**src/rtl/rx_gain_cfg.svh**
```systemverilog
// Function
// Transmit clock multiplier accepts only 1, 2, 4 or 8; DAC clock is factor times oscillator.
// Host presents one transmit sample per two DAC clocks interpolating, else one per clock.
// Gain range -6..+36 dB in narrow band or bypass, -6..+30 dB in wide band.
// Serial gain mode: five-bit gain word selects gain in 2 dB steps.
// Gain splits into continuous stage 0..30 dB/6 dB and switched stage -6..+6/2 dB.
// Pin mode takes three-bit code without clock; sets gain split and boost output.
// Codes 0,1 give -6 dB, code 2 gives 2 dB, code 3 gives 10 dB, boost low.
// Codes 4..7 with boost high give 2, 10, 18, 26 dB with listed splits.
// Low-pass cutoff is ADC clock times 64 over 64 plus tuning target.
// Low-pass filter offers two passbands and a bypass, chosen by configuration.
// ADC words are straight binary and clamp at maximum or zero beyond full scale.
// Signed coding differs from straight binary only by an inverted top bit.
// Bypassable single-pole high-pass H(z)=(z-0.99994)/(z-0.98466), one update per ADC clock.
// Enabled high-pass adds exactly one ADC cycle latency; bypass adds none.
// After reset gain follows pin code; serial gain only after host selects it.
// Gain change not touching continuous stage shows in samples about 7 cycles later.
// High-pass built in fixed point, accurate to one LSB of a 10-bit word.
`ifndef RX_GAIN_CFG_SVH
`define RX_GAIN_CFG_SVH
`define ADDR_W 5
`define REG_CTRL 5'h00
`define REG_GAIN 5'h01
`define REG_TUNE 5'h05
`define REG_STAT 5'h08
`define REG_TCLK 5'h09
`define CTRL_RST 8'h00
`define TUNE_RST 8'h00
`define OSC_KHZ 32'd50000
`define GAIN_DELAY 7
`define GAIN_MAX_W 5'd21
`define GAIN_MAX_N 5'd18
`define HPF_FRAC 18
`define HPF_B 20'sd262128
`define HPF_A 20'sd258123
`endif

```
**src/rtl/rx_gain_pkg.sv**
```systemverilog
`default_nettype none
package rx_gain_pkg;
    typedef enum logic [1:0] {
        LPF_NARROW = 2'b00,
        LPF_WIDE = 2'b01,
        LPF_BYPASS = 2'b10
    } lpf_mode_t;
    typedef enum logic [1:0] {
        GSRC_PIN = 2'b00,
        GSRC_SERIAL = 2'b01
    } gain_src_t;
    typedef struct packed {
        logic signed [6:0] total_db;
        logic [4:0] cont_db;
        logic signed [4:0] sw_db;
        logic boost;
    } gain_set_t;
endpackage
`default_nettype wire

```
**src/rtl/hpf_if.sv**
```systemverilog
`default_nettype none
interface hpf_if;
    logic [9:0] din;
    logic bypass;
    logic [9:0] dout;
    modport filt (input din, input bypass, output dout);
    modport user (output din, output bypass, input dout);
endinterface
`default_nettype wire

```
**src/rtl/rx_hpf.sv**
```systemverilog
`include "rx_gain_cfg.svh"
`default_nettype none
module rx_hpf
    import rx_gain_pkg::*;
(
    input wire logic clk,
    input wire logic rst,
    hpf_if.filt hif
);
    // Offset-binary to signed, then y = x - b*x1 + a*y1 in Q.18 fixed point
    logic signed [10:0] x;
    logic signed [10:0] x1_reg;
    logic signed [31:0] y_reg;
    logic signed [31:0] y_next;
    logic signed [31:0] yq;
    logic [9:0] out_reg;
    logic [9:0] clamp;
    assign x = $signed({1'b0, hif.din}) - 11'sd512;
    // fixed point
    // Feedback product needs 64 bits: a large step drives y near 2^28 in Q.18
    assign y_next = (32'(x) <<< `HPF_FRAC) - 32'(x1_reg) * 32'(`HPF_B)
        + 32'((64'(y_reg) * 64'(`HPF_A)) >>> `HPF_FRAC);
    // Rounded from the next state so the output register is the only added stage
    assign yq = (y_next + 32'sd131072) >>> `HPF_FRAC;
    // Output clamps to code range, back to straight binary
    assign clamp = (yq > 32'sd511) ? 10'h3FF : (yq < -32'sd512) ? 10'h000 :
        10'(yq + 32'sd512);
    // filter update
    always_ff @(posedge clk or posedge rst) begin
        if (rst) begin
            x1_reg <= '0;
            y_reg <= '0;
        end else begin
            x1_reg <= x;
            y_reg <= y_next;
        end
    end
    // one cycle latency
    always_ff @(posedge clk or posedge rst) begin
        if (rst) begin
            out_reg <= 10'h200;
        end else begin
            out_reg <= clamp;
        end
    end
    assign hif.dout = hif.bypass ? hif.din : out_reg;
endmodule
`default_nettype wire

```
**src/rtl/rx_gain_decode_and_hpf.sv**
```systemverilog
`include "rx_gain_cfg.svh"
`default_nettype none
module rx_gain_decode_and_hpf
    import rx_gain_pkg::*;
(
    input wire logic clk,
    input wire logic rst,
    input wire logic [4:0] addr,
    input wire logic [7:0] wdata,
    input wire logic wr,
    input wire logic rd,
    output logic [7:0] rdata,
    input wire logic [2:0] pin_gain_code,
    input wire logic [9:0] adc_raw,
    input wire logic adc_over,
    input wire logic adc_under,
    output logic [9:0] rx_sample,
    output logic external_boost_out,
    output logic [4:0] continuous_gain_stage,
    output logic signed [4:0] switched_cap_gain_stage,
    output logic [1:0] lpf_band,
    output logic [7:0] lpf_tune_target,
    output logic [3:0] tx_clock_multiplier_loop,
    output logic [3:0] tx_words_per_dac
);
    // Control: [0] serial gain, [2:1] lpf mode, [3] hpf bypass, [4] signed out, [5] interp on
    logic [7:0] ctrl_reg;
    logic [7:0] gain_reg;
    logic [7:0] tune_reg;
    logic [1:0] mult_reg;
    logic [7:0] rdata_reg;
    gain_set_t pin_set;
    gain_set_t ser_set;
    gain_set_t act_set;
    gain_set_t set_reg;
    logic [4:0] gmax;
    logic [4:0] gword;
    logic [2:0] code_s1_reg, code_s2_reg, code_s3_reg, code_reg;
    lpf_mode_t lmode;
    hpf_if hif();

    // Serial gain word to split: continuous stage takes multiples of 6 dB
    function automatic gain_set_t split_gain(input logic [4:0] w);
        gain_set_t g;
        logic [5:0] db;
        logic [5:0] c;
        g = '0;
        db = 6'(w) << 1;
        c = (db >= 6'd30) ? 6'd30 : (db >= 6'd24) ? 6'd24 : (db >= 6'd18) ? 6'd18 :
            (db >= 6'd12) ? 6'd12 : (db >= 6'd6) ? 6'd6 : 6'd0;
        g.total_db = 7'(db) - 7'sd6;
        g.cont_db = 5'(c);
        g.sw_db = 5'(db - c) - 5'sd6;
        g.boost = 1'b0;
        return g;
    endfunction

    // pin code table
    function automatic gain_set_t pin_gain(input logic [2:0] c);
        gain_set_t g;
        g = '0;
        case (c)
            3'h0, 3'h1: g = '{-7'sd6, 5'd0, -5'sd6, 1'b0};
            3'h2: g = '{7'sd2, 5'd0, 5'sd2, 1'b0};
            3'h3: g = '{7'sd10, 5'd6, 5'sd4, 1'b0};
            3'h4: g = '{7'sd2, 5'd0, 5'sd2, 1'b1};
            3'h5: g = '{7'sd10, 5'd6, 5'sd4, 1'b1};
            3'h6: g = '{7'sd18, 5'd18, 5'sd0, 1'b1};
            3'h7: g = '{7'sd26, 5'd24, 5'sd2, 1'b1};
            default: g = '0;
        endcase
        return g;
    endfunction

    // Register writes; reset leaves pin-controlled gain
    always_ff @(posedge clk or posedge rst) begin
        if (rst) begin
            ctrl_reg <= `CTRL_RST;
            gain_reg <= 8'h00;
            tune_reg <= `TUNE_RST;
            mult_reg <= 2'h0;
        end else if (wr) begin
            // mode select
            if (addr == `REG_CTRL) ctrl_reg <= wdata;
            if (addr == `REG_GAIN) gain_reg <= {3'h0, wdata[4:0]};
            // tuning target
            if (addr == `REG_TUNE) tune_reg <= wdata;
            // only four factors exist in a 2-bit code
            if (addr == `REG_TCLK) mult_reg <= wdata[1:0];
        end
    end

    // three-flop sync of the clockless pin code, change taken when stages 2 and 3 agree
    always_ff @(posedge clk or posedge rst) begin
        if (rst) begin
            code_s1_reg <= 3'h0;
            code_s2_reg <= 3'h0;
            code_s3_reg <= 3'h0;
            code_reg <= 3'h0;
        end else begin
            code_s1_reg <= pin_gain_code;
            code_s2_reg <= code_s1_reg;
            code_s3_reg <= code_s2_reg;
            if (code_s2_reg == code_s3_reg) code_reg <= code_s3_reg;
        end
    end

    // gain ceiling depends on band; R4 2 dB steps; R5 split
    assign lmode = lpf_mode_t'(ctrl_reg[2:1]);
    assign gmax = (lmode == LPF_WIDE) ? `GAIN_MAX_N : `GAIN_MAX_W;
    assign gword = (gain_reg[4:0] > gmax) ? gmax : gain_reg[4:0];
    assign ser_set = split_gain(gword);
    assign pin_set = pin_gain(code_reg);
    assign act_set = ctrl_reg[0] ? ser_set : pin_set;

    // gain latency
    // One register stage here; the analog path supplies the rest of the delay
    always_ff @(posedge clk or posedge rst) begin
        if (rst) begin
            set_reg <= '{-7'sd6, 5'd0, -5'sd6, 1'b0};
        end else begin
            set_reg <= act_set;
        end
    end
    assign external_boost_out = set_reg.boost;
    assign continuous_gain_stage = set_reg.cont_db;
    assign switched_cap_gain_stage = set_reg.sw_db;

    // band or bypass; R9 target drives analog tuning
    assign lpf_band = ctrl_reg[2:1];
    assign lpf_tune_target = tune_reg;
    // multiplier as one-hot factor
    assign tx_clock_multiplier_loop = 4'(4'h1 << mult_reg);
    // DAC clocks per host sample
    assign tx_words_per_dac = ctrl_reg[5] ? 4'h2 : 4'h1;

    // clamp to full scale or zero
    logic [9:0] adc_clamped;
    assign adc_clamped = adc_over ? 10'h3FF : adc_under ? 10'h000 : adc_raw;
    assign hif.din = adc_clamped;
    assign hif.bypass = ctrl_reg[3];
    rx_hpf u_hpf (
        .clk(clk),
        .rst(rst),
        .hif(hif)
    );

    // signed coding by top bit only
    always_ff @(posedge clk or posedge rst) begin
        if (rst) begin
            rx_sample <= 10'h000;
        end else begin
            rx_sample <= {hif.dout[9] ^ ctrl_reg[4], hif.dout[8:0]};
        end
    end

    // Read port, one cycle later; unmapped reads zero
    always_ff @(posedge clk or posedge rst) begin
        if (rst) begin
            rdata_reg <= 8'h00;
        end else if (rd) begin
            case (addr)
                `REG_CTRL: rdata_reg <= ctrl_reg;
                `REG_GAIN: rdata_reg <= gain_reg;
                `REG_TUNE: rdata_reg <= tune_reg;
                `REG_STAT: rdata_reg <= {set_reg.boost, 4'h0, code_reg};
                `REG_TCLK: rdata_reg <= {6'h00, mult_reg};
                default: rdata_reg <= 8'h00;
            endcase
        end else begin
            rdata_reg <= 8'h00;
        end
    end
    assign rdata = rdata_reg;

    // Assertions
    property p_boost;
        @(posedge clk) disable iff (rst)
        (!ctrl_reg[0] && $stable(code_reg)) |=> (external_boost_out == $past(code_reg[2]));
    endproperty
    a_boost: assert property (p_boost) else $error("boost mismatch");
    property p_wide;
        @(posedge clk) disable iff (rst)
        (ctrl_reg[0] && lmode == LPF_WIDE) |=> (set_reg.total_db <= 7'sd30);
    endproperty
    a_wide: assert property (p_wide) else $error("wide gain too high");
    property p_split;
        @(posedge clk) disable iff (rst)
        1 |-> (7'(continuous_gain_stage) + 7'(switched_cap_gain_stage) == set_reg.total_db);
    endproperty
    a_split: assert property (p_split) else $error("split sum wrong");
    property p_byp;
        @(posedge clk) disable iff (rst)
        hif.bypass |-> (hif.dout == hif.din);
    endproperty
    a_byp: assert property (p_byp) else $error("bypass adds latency");
    property p_clamp;
        @(posedge clk) disable iff (rst)
        adc_over |-> (adc_clamped == 10'h3FF);
    endproperty
    a_clamp: assert property (p_clamp) else $error("no clamp");
    property p_msb;
        @(posedge clk) disable iff (rst)
        1 |=> (rx_sample[8:0] == $past(hif.dout[8:0]));
    endproperty
    a_msb: assert property (p_msb) else $error("low bits changed");
endmodule
`default_nettype wire

```
**config.mk**
```make
export PLATFORM = sky130hd
export DESIGN_NAME = rx_gain_decode_and_hpf
export DESIGN_NICKNAME = d
export VERILOG_FILES = /design/src/rtl/rx_gain_pkg.sv /design/src/rtl/hpf_if.sv /design/src/rtl/rx_hpf.sv /design/src/rtl/rx_gain_decode_and_hpf.sv
export VERILOG_INCLUDE_DIRS = /design/src /design/src/rtl
export SDC_FILE = /design/constraint.sdc
export NUM_CORES = 1
export LEC_CHECK = 0
export BUFFER_PORTS_ARGS = -buffer_cell sky130_fd_sc_hd__buf_2
export CORE_UTILIZATION = 35
export CTS_BUF_LIST = sky130_fd_sc_hd__clkbuf_16
export DETAILED_ROUTE_END_ITERATION = 10
export PLACE_DENSITY = 0.57
export SYNTH_ARGS = -nofsm -noshare
export SYNTH_HDL_FRONTEND = slang
export SYNTH_SLANG_ARGS = --single-unit
```
**constraint.sdc**
```tcl
create_clock -name clk -period 8.65 [get_ports clk]
set_input_delay 0 -clock clk [delete_from_list [all_inputs] [get_ports clk]]
set_output_delay 0 -clock clk [all_outputs]
set_load 0.02 [all_outputs]
```
* Yosys cells after proc, flatten, opt, wreduce, memory -nomap -nowiden
Memories as Yosys holds them, arrays and structs flattened.
Index checks and enable logic that the tools add are counted.
** Storage, ports and cells
- Flip-flop bits (word level) :: 117
- Bits in read-only memories :: 104
- Input bits :: 32
- Output and inout bits :: 47
- Logic and storage cells :: 63
- Memories kept :: 1
** Cells by class
- Add/sub/neg operators :: 7
- Multipliers :: 2
- Magnitude comparators :: 8
- Equality and inequality tests :: 6
- Shift-type cells :: 1
- Muxes and demuxes :: 16
- Bitwise logic cells :: 1
- Reduce and logical (&&, ||, !) cells :: 5
** Memory list
- (name not given) :: words 8, width 13, rd ports 1, clocked after Yosys merged registers in 0, write ports 0, RTL line rx_gain_decode_and_hpf.sv:62 : case (c)
** Operators with widths (number)
- $mul 32x19->50 const B :: 1
- $mux 10 :: 5
- $pmux 8 s5 :: 1
- $add 32x19->32 const B :: 1
- $add 32x32->32 :: 1
- $sub 29x30->31 :: 1
- $mul 11x15->26 const B :: 1
- $mux 5 :: 4
- $ge 6x5->1 const B :: 3
- $gt 14x10->1 const B :: 1
- $lt 14x10->1 const B :: 1
- $mux 11 :: 1
- $sub 10x10->11 const B :: 1
- $add 10x10->10 const B :: 1
- $eq 5x4->1 const B :: 2
- $mux 8 :: 1
- $reduce_and 2->1 :: 4
- $ge 6x3->1 const B :: 1
- $ge 6x4->1 const B :: 1
- $mux 3 :: 2
- $eq 5x1->1 const B :: 1
- $eq 5x3->1 const B :: 1
- $gt 5x5->1 :: 1
- $logic_not 5->1 :: 1
- other kinds (8) :: 8

* Longest topological paths before layout
Gate-level depths: netlist (run 1).
- Word-level depth :: 13
- Depth in mapped cells :: 42
- Mapped depth without buffers :: 41

* Cells and area by module
A second synthesis (run 1) with hierarchy kept.
** Unflattened totals
- Cell total of the unflattened synthesis :: 2049
- Area total of the unflattened synthesis :: 20453.4 um^2
** Modules (own cells, without submodules)
- rx_hpf :: times used 1, cells an instance 1798, area an instance 17504.3 um^2, sequential area each 1302.5 um^2
- rx_gain_decode_and_hpf :: times used 1, cells an instance 251, area an instance 2949.1 um^2, sequential area each 1555.2 um^2

* Least setup slack after synthesis (run 1)
OpenSTA, ideal clock, no wires.
- Path kind :: flip-flop to flip-flop
- Start :: reg u_hpf.x1_reg[5]
- End :: reg u_hpf.out_reg[3]
- Library setup time :: 0.143 ns
- Arrival time :: 9.173 ns
- Required time :: 8.507 ns
- Setup slack :: -0.666 ns
- Stages on the path, launching flop included :: 41
- Buffers on the path :: 3
- Clock period less this slack :: 9.316 ns
- Path through :: dfrtp_1 -> fa_1 -> clkbuf_1 -> xnor2_1 -> ha_1 -> a21oi_1 -> inv_1 -> fa_1 -> inv_1 -> fa_1 -> fa_1 -> inv_1 -> ha_1 -> buf_6 -> nand3_1 -> o41ai_2 -> o31ai_1 -> a21o_1 -> [... 5 more ...] -> ha_1 -> nand4_1 -> o41ai_1 -> xor2_1 -> ha_1 -> clkbuf_1 -> and4_1 -> and2_1 -> a221o_1 -> nand2_1 -> o21ai_0 -> a2111oi_0 -> nand3_2 -> o31ai_1 -> and3_1 -> a31oi_1 -> mux2i_2 -> o21ai_0
** Between the ends
- Cells in the longest elaborated chain, start to end :: 7
- Elaborated cells on any way between the ends :: 9
- Classes of those cells :: add/sub: 4; mul: 1; order compare: 2; mux: 2
** RTL lines
- start: declaration :: RTL line rx_hpf.sv:12 : logic signed [10:0] x1_reg;
- start signal: assignment :: RTL line rx_hpf.sv:31 : x1_reg <= '0;
- start signal: assignment :: RTL line rx_hpf.sv:34 : x1_reg <= x;
- $mul 11x15->26 * :: RTL line rx_hpf.sv:21 : assign y_next = (32'(x) <<< `HPF_FRAC) - 32'(x1_reg) * 32'(`HPF_B)
- $sub 29x30->31 * :: RTL line rx_hpf.sv:21
- $add 32x32->32 * :: RTL line rx_hpf.sv:21
- $add 32x19->32 * :: RTL line rx_hpf.sv:24 : assign yq = (y_next + 32'sd131072) >>> `HPF_FRAC;
- $lt 14x10->1 or $add 10x10->10 (tied branches) :: RTL line rx_hpf.sv:26, rx_hpf.sv:27
- $mux 10 :: RTL line rx_hpf.sv:26 : assign clamp = (yq > 32'sd511) ? 10'h3FF : (yq < -32'sd512) ? 10'h000 :
- $mux 10 * :: RTL line rx_hpf.sv:26
- named net u_hpf.clamp[3] :: RTL line rx_hpf.sv:17 : logic [9:0] clamp;
- end signal: assignment :: RTL line rx_hpf.sv:43 : out_reg <= clamp;
- end: declaration :: RTL line rx_hpf.sv:16 : logic [9:0] out_reg;
Mark *: on every way through the listed nets, which the timed path passes. The rest lies on a longest branch.
A chain may end at the register's enable or synchronous reset.

* Worst setup path in the final report (run 1)
- Start :: reg u_hpf.x1_reg[4]
- End :: reg u_hpf.out_reg[1]
Same word-level chain as after synthesis.

==> reports/metrics.csv, run 1 <==
stage,metric,value,unit
yosys,most frequent cells after synthesis,"inv_1, ha_1, fa_1, dfrtp_1, nor2_1",
floorplan,Die Y,245,um
clocking,clock latency on the worst-skew pair,0.45,ns
place,Port Buffers,74,
worst_setup_path,crit path launch type,register,
sta,final worst path period share,103,%
drt,first drt pass iteration count,7,
yosys,synth unique cells,90,
final_layout,Layout area overhead,29.4,%
flow_run,max-cap violations,0,
worst_setup_path,CP required,8.96,ns
place,placed cells,3219,
worst_hold_path,Hold WC Path Type,input port to register,
yosys,Synth Register Bits,114,
yosys,Compound-Gate Fraction of Synth Area,10.5,%
sta,"Slew Viols, Final",0,
sta,Fmax,112,MHz
floorplan,IO Count,79,
yosys,main combinational cell family by area after synthesis,adder cells,
final_layout,share of cells above drive strength 1,29.2,%
worst_setup_path,CP max FO,6,
place,gp weighted congestion,0.885,
sta,normalized max-slew margin,32.4,%
global_route,GRT Total Usage,18.4,%
global_route,largest net degree at the start of global routing,63,
sta,skew final,0.0213,ns
clocking,clk buf depth,2,
floorplan,area of the core,57900,sq um
drt,DRT Wirelength,52.9,mm
sta,RSZ-0062 raised after global routing,true,
yosys,Async SR Flop Fraction,100,%
sta,Final setup viols,10,
yosys,sequential area share after synthesis,13.9,%
drt,via count,16000,
sta,post-route minimum period,8.89,ns
worst_setup_path,Setup CP Type,register to register,
drt,via density per instance,4.79,
floorplan,Die Area,59900,sq um
yosys,synth warn,0,
sta,Final Hold Vio Count,0,
yosys,Post-synth EDFFs,0,
worst_setup_path,Max stage delay on crit path,0.54,ns
clocking,CTS tree,done,
yosys,simple-gate share of the synthesized area,7.98,%
worst_setup_path,cell mode on critical path,fa_1,
place,Place WS,-0.611,ns
sta,fin worst setup slack,-0.241,ns
yosys,top cell type's share of synthesized area,28.1,%
clocking,CTS H-tree depth,4,
floorplan,Core Rows,88,
final_layout,"Core Util, Final",46.1,%
drt,Wirelength per Cell,15.8,um
clocking,Clock Root Buffer,clkbuf_16,
yosys,mux contribution to synthesized area,2.26,%
floorplan,die span in x,245,um
worst_hold_path,min-delay src,adc_over,
yosys,synthesized area,20600,sq um
final_layout,Final nets,3264,
clocking,total CTS buffers,17,
outcome,failing checks,negative setup slack,
yosys,Yosys top cell by area,fa_1,
final_layout,Final Non-Filler Cells,3349,
yosys,adder-cell share of the synthesized area,50.7,%
global_route,initial antenna violation count,1,
global_route,vias in the first global route,17200,
worst_setup_path,Critical R2R Launch,u_hpf.x1_reg[4],
yosys,syn avg cell area,9.90,sq um
final_layout,ant diodes,0,
final_layout,FILL cells,5544,
floorplan,Initial Util,35.6,%
yosys,most frequent cell after synthesis,inv_1,
clocking,# clock sinks,114,
sta,Fin Setup TNS,-1.78,ns
sta,Worst-Margin Slew,1.01,ns
clocking,Worst-path clk slew,0.07,ns
global_route,grt total ovfl,0,
worst_setup_path,Worst EP arrival,9.20,ns
outcome,status,finished with violations,
global_route,global-route wire length before repair,87.3,mm
yosys,"top cells by area, synth","fa_1, ha_1, dfrtp_1",
drt,DRT iter0 DRCs,618,
yosys,Post-Synthesis Cells,2082,
yosys,Main synth FF type,dfrtp_1,
place,Final HPWL DP,44.6,mm
drt,Remaining DRCs,0,
worst_setup_path,Setup crit start,u_hpf.x1_reg[4],
worst_setup_path,crit path capture type,register,
worst_setup_path,CP max-delay cell,fa_1,
final_layout,Largest register FFs,32,
yosys,post-synthesis xor/xnor area fraction,5.17,%
drt,DRT antenna net count,0,
==> cells in the final DEF, fill, tap and decap left out, types with 16 or more instances in the layout <==
cell type        n
nand2_1         58
nand2b_1        18
buf_2           74
xor2_1          45
o21ai_0         27
clkbuf_16       17
mux2_2          33
buf_4          380
dlygate4sd3_1   23
a21oi_2         22
fa_1           280
dfrtp_1        103
nor2_1          76
nor3_1          25
nand3_1         22
ha_1           342
a21o_1          55
ha_4            23
inv_2           24
a21oi_1         57
inv_1          454
xnor2_1         64
o21ai_1         18
o21ai_2         16
==> area by class of cell <==
type	instances	area [sq um]	area share, %
Tap cell	765	957	3.59
Timing Repair Buffer	493	3640	13.7
Multi-Input combinational cell	1462	16800	63.0
Clock buffer	17	425	1.59
Sequential cell	114	2870	10.7
Clock inverter	15	148	0.554
Inverter	483	1820	6.83
==> layer usage <==
metal / part of all wire (%) / up-vias / GRT usage [%]
li1: - / 7782 / -
met1: 45 / 7918 / 24.0
met2: 49 / 247 / 31.2
met3: 2.9 / 85 / 2.38
met4: 2.9 / 2 / 6.10
met5: 0.030 / - / 0
==> cell families after synthesis <==
group | count (synthesis)
other | 1
buffers and inverters | 509
adders and majority gates | 663
AOI/OAI and AO/OA | 318
DFF | 114
and+or+nand+nor | 316
muxes | 42
xor gates and xnor gates | 119
==> worst max-delay path, delay by kind of cell (launching register included) <==
kind            cells  cell delay, ns
flops               1            0.40
fa+ha+maj           8            3.08
compound gates     15            2.65
simple gates        9            1.59
buf+inv             6            0.54
xor+xnor            3            0.46
==> stage by stage <==
stage	hold WS, ns	instance area [sq um]
floorplan	0.0314	20700
global placement	0.110	24300
detailed placement	0.112	24300
CTS	0.00313	25900
global route	0.0190	26700
finish	0.0333	26700
==> path summary, 6_finish.rpt <==
check                                    to  slack, ns  depth (start not counted)
hold / removal              u_hpf.x1_reg[8]       0.03                          2
max in group asynchronous      rx_sample[7]       7.13                          4
setup reg to reg           u_hpf.out_reg[1]      -0.24                         41
setup / recovery           u_hpf.out_reg[1]      -0.24                         41
min in group asynchronous       ctrl_reg[7]       0.28                          3
hold reg to reg              code_s2_reg[1]       0.35                          0
==> what timing repair did <==
item                                    CTS  global route
buffers inserted                         43            32
endpoints found under the setup margin   11            12
endpoints found under the hold margin    97             0
hold buffers                             23             0
pin swaps                                85            90
cloned                                    0             0
gates resized for setup                 107           116
Power of run 1 is left out: the tool's default activity adds up to more than one toggle a clock period on the data nets, which glitch-free logic cannot reach.
==> run 2, diff against run 1 <==
- RECOVER_POWER: default -> 50
==> reports/metrics.csv, run 2 (synthesized netlist as in run 1, its figures left out) <==
stage,metric,value,unit
clocking,total CTS buffers,17,
outcome,failing checks,"max-capacitance violations, max-slew violations, negative setup slack",
drt,via count,16000,
global_route,largest net degree at the start of global routing,63,
global_route,GRT Total Usage,18.4,%
final_layout,Register Area,2870,sq um
place,Place WS,-0.611,ns
final_layout,Layout area overhead,29.2,%
place,Final HPWL DP,44.6,mm
global_route,vias in the first global route,17200,
sta,Final Hold Vio Count,0,
sta,fin worst setup slack,-0.244,ns
drt,DRT antenna net count,0,
floorplan,Die Y,245,um
final_layout,FILL cells,5566,
sta,normalized max-slew margin,-93.9,%
worst_hold_path,Hold WC Path Type,input port to register,
outcome,status,finished with violations,
floorplan,Initial Util,35.6,%
global_route,initial antenna violation count,1,
global_route,GR Layer Usage met2,31.2,%
sta,Fmax,112,MHz
sta,RSZ-0062 raised after global routing,true,
floorplan,Core Rows,88,
drt,Wirelength per Cell,15.8,um
worst_setup_path,CP max FO,6,
worst_setup_path,crit path launch type,register,
clocking,# clock sinks,114,
final_layout,Multi-input gate area,16800,sq um
worst_setup_path,CP required,8.96,ns
floorplan,IO Count,79,
floorplan,die span in x,245,um
worst_setup_path,Worst EP arrival,9.20,ns
clocking,clk buf depth,2,
clocking,Clock Root Buffer,clkbuf_16,
final_layout,share of cells above drive strength 1,27.6,%
drt,DRT Wirelength,52.9,mm
clocking,clock latency on the worst-skew pair,0.45,ns
drt,via density per instance,4.79,
clocking,Worst-path clk slew,0.07,ns
sta,"Slew Viols, Final",63,
worst_setup_path,Setup CP Type,register to register,
global_route,GR Util met3,2.38,%
drt,Remaining DRCs,0,
worst_setup_path,crit path capture type,register,
sta,skew final,0.0202,ns
drt,first drt pass iteration count,5,
worst_setup_path,Max stage delay on crit path,0.54,ns
worst_setup_path,cell mode on critical path,fa_1,
floorplan,Die Area,59900,sq um
sta,post-route minimum period,8.89,ns
sta,final worst path period share,103,%
clocking,CTS H-tree depth,4,
place,Port Buffers,74,
final_layout,most frequent standard cell in the layout excluding fill and tap cells,inv_1,
global_route,routing usage on met1,24.0,%
global_route,global-route wire length before repair,87.3,mm
global_route,grt total ovfl,0,
sta,Worst-Margin Slew,2.89,ns
final_layout,Final nets,3264,
drt,DRT iter0 DRCs,626,
sta,Final setup viols,10,
final_layout,Largest register FFs,32,
clocking,CTS tree,done,
global_route,busiest grt layer,met2,
final_layout,most frequent cells in the layout,"inv_1, buf_4, ha_1, fa_1, dfrtp_1",
floorplan,area of the core,57900,sq um
final_layout,ant diodes,0,
flow_run,max-cap violations,1,
place,gp weighted congestion,0.885,
worst_setup_path,CP max-delay cell,fa_1,
## run 2: changes by cell type in the layout (fill, tap and decap cells not counted)
| cell | before | now |
|---|---|---|
| buf_2 | 74 | 33 |
| inv_4 | 4 | 3 |
| clkbuf_1 | 0 | 41 |
| clkinvlp_2 | 0 | 1 |
## run 2: critical path: cells and delay by family (launching register included)
kind	cells	cell delay [ns]
and+or+nand+nor	9	1.59
xor gates and xnor gates	3	0.47
DFF	1	0.40
AOI/OAI and AO/OA	15	2.65
buffers and inverters	6	0.54
adders and majority gates	8	3.08
## run 2: layer usage
metal / up-vias / share of wire (%)
met4: 2 / 2.9
met3: 88 / 3.0
met5: - / 0.030
li1: 7780 / -
met1: 7912 / 45
met2: 250 / 49
## run 2: area by class of cell
type                       count  share of cell area, %
tap                          765                   3.60
timing repair buffer         493                   13.5
inverter                     483                   6.84
clock inverter                15                  0.555
multi-input combinational   1462                   63.2
sequential                   114                   10.8
clock buffer                  17                   1.60
## run 2: worst paths after layout
path	end	from	slack (ns)	cells after the start
setup / recovery	u_hpf.out_reg[1]	u_hpf.x1_reg[4]	-0.24	41
hold / removal	u_hpf.x1_reg[1]	adc_raw[1]	0.03	2
setup reg to reg	u_hpf.out_reg[1]	u_hpf.x1_reg[4]	-0.24	41
hold reg to reg	code_s2_reg[1]	code_s1_reg[1]	0.35	0
max in group asynchronous	rx_sample[7]	rst	6.00	4
min in group asynchronous	ctrl_reg[7]	rst	0.93	3
## run 2: repair_timing
action | in CTS | in global routing
hold buffers | 23 | 0
setup buffers | 43 | 32
gates resized for setup | 107 | 116
pin swaps | 85 | 90
hold endpoints to repair | 97 | 0
setup endpoints to repair | 11 | 12
## run 2: metrics by stage
step	setup TNS [ns]	cells	utilization, %	hold slack [ns]	cell area, sq um
after floorplan	0	2085	-	0.0314	20700
after global placement	-5.06	3219	42.0	0.110	24300
after detailed placement	-5.96	3219	42.0	0.112	24300
after CTS	-1.67	3317	44.8	0.00313	25900
after global routing	-5.56	3349	46.0	0.0190	26600
final	-1.77	3349	46.0	0.0299	26600
Power of run 2 is left out for the same reason.
==> run 3, diff against run 2 <==
- CELL_PAD_IN_SITES_DETAIL_PLACEMENT: default -> 0
- CELL_PAD_IN_SITES_GLOBAL_PLACEMENT: default -> 1
- PLACE_DENSITY: 0.57 -> 0.67
- SETUP_SLACK_MARGIN: default -> 0.4
==> reports/metrics.csv, run 3 (synthesized netlist as in run 1, its figures left out) <==
stage,metric,value,unit
place,Final HPWL DP,45.1,mm
outcome,status,finished with violations,
floorplan,IO Count,79,
place,gp weighted congestion,0.864,
worst_setup_path,CP max FO,6,
clocking,CTS H-tree depth,4,
sta,fin worst setup slack,-0.278,ns
floorplan,Initial Util,35.6,%
worst_setup_path,crit path launch type,register,
drt,DRT antenna net count,0,
sta,Fmax,112,MHz
sta,Worst-Margin Slew,2.64,ns
floorplan,die span in x,245,um
worst_hold_path,Hold WC Path Type,input port to register,
clocking,clk buf depth,2,
sta,Final Hold Vio Count,0,
sta,skew final,0.0130,ns
worst_setup_path,Worst EP arrival,9.24,ns
floorplan,Core Rows,88,
place,Port Buffers,74,
worst_setup_path,CP required,8.96,ns
final_layout,Largest register FFs,32,
global_route,global-route wire length before repair,87.8,mm
sta,final worst path period share,103,%
drt,first drt pass iteration count,6,
global_route,vias in the first global route,17200,
sta,Fin Setup TNS,-2.11,ns
worst_setup_path,crit path capture type,register,
sta,RSZ-0062 raised after global routing,true,
floorplan,Die Area,59900,sq um
drt,Remaining DRCs,0,
final_layout,share of cells above drive strength 1,24.0,%
drt,via count,15600,
worst_setup_path,CP max-delay cell,fa_2,
drt,via density per instance,4.74,
drt,DRT Wirelength,52.6,mm
sta,post-route minimum period,8.93,ns
final_layout,Layout area overhead,25.9,%
sta,"Slew Viols, Final",59,
floorplan,Die Y,245,um
global_route,GRT Total Usage,18.6,%
clocking,Worst-path clk slew,0.06,ns
worst_setup_path,cell mode on critical path,inv_2,
flow_run,max-cap violations,1,
sta,Final setup viols,10,
outcome,failing checks,"max-capacitance violations, max-slew violations, negative setup slack",
floorplan,area of the core,57900,sq um
global_route,largest net degree at the start of global routing,59,
worst_setup_path,Max stage delay on crit path,0.65,ns
final_layout,Final nets,3206,
worst_setup_path,Setup CP Type,register to register,
clocking,# clock sinks,114,
final_layout,most frequent cells in the layout,"inv_1, ha_1, buf_4, fa_1, dfrtp_1",
clocking,Clock Root Buffer,clkbuf_16,
drt,Wirelength per Cell,16.0,um
drt,DRT iter0 DRCs,596,
sta,normalized max-slew margin,-76.7,%
clocking,clock latency on the worst-skew pair,0.44,ns
final_layout,most frequent standard cell in the layout excluding fill and tap cells,inv_1,
clocking,total CTS buffers,17,
global_route,grt total ovfl,0,
clocking,CTS tree,done,
global_route,initial antenna violation count,1,
run 3: changes by cell type in the layout (fill, tap and decap cells not counted), sizes merged:
cell / change
inv: -3
bufinv: +3
diode: +1
clkbuf: +2
dlygate4sd3: -1
buf: -59
run 3: repair_timing:
item,CTS,global route
pin swaps,48,65
hold endpoints to repair,88,0
buffers inserted,22,16
hold buffers,22,0
resized for setup,65,58
endpoints found under the setup margin,12,17
run 3: critical path: cells and delay by family, from the launching register on:
family | cells | cell delay (ns)
adders and majority gates | 8 | 3.22
AOI/OAI and AO/OA | 15 | 2.57
and+or+nand+nor | 7 | 1.74
xor gates and xnor gates | 4 | 0.60
DFF | 1 | 0.36
buffers and inverters | 5 | 0.32
run 3: layout make-up:
type                       count  area (sq um)
clock buffer                  17           425
sequential                   114          2870
timing repair buffer         435          3140
inverter                     483          1820
antenna                        1          2.50
multi-input combinational   1462         16500
tap                          765           957
fill                        5643         32000
clock inverter                15           191
run 3: stage by stage:
stage / worst slack (ns) / utilization, % / hold slack [ns] / std cells / cell area (sq um)
2_1_floorplan: 0.113 / - / 0.0314 / 2085 / 20900
3_3_place_gp: -0.362 / 42.0 / 0.109 / 3199 / 24300
3_5_place_dp: -0.497 / 42.0 / 0.110 / 3199 / 24300
4_1_cts: -0.354 / 44.2 / 0.00426 / 3275 / 25600
5_1_grt: -0.658 / 44.8 / 0.0145 / 3291 / 25900
6_report: -0.278 / 44.8 / 0.00823 / 3292 / 26000
run 3: path summary, 6_finish.rpt:
path / cells past startpoint / slack [ns] / endpoint / startpoint
setup / recovery: 39 / -0.28 / u_hpf.out_reg[6] / u_hpf.x1_reg[2]
hold / removal: 2 / 0.008 / u_hpf.x1_reg[0] / adc_raw[0]
setup reg to reg: 39 / -0.28 / u_hpf.out_reg[6] / u_hpf.x1_reg[2]
hold reg to reg: 0 / 0.35 / code_s2_reg[1] / code_s1_reg[1]
max in group asynchronous: 4 / 6.02 / u_hpf.y_reg[15] / rst
min in group asynchronous: 3 / 0.82 / lpf_tune_target[2] / rst
run 3: metal layers:
metal	up-vias	GRT usage (%)	part of all wire, %
met2	176	32.5	50
met1	7731	24.4	46
met5	-	0	0.025
met3	56	2.19	2.4
li1	7648	-	-
met4	2	4.38	2.0
Power of run 3 is left out for the same reason.
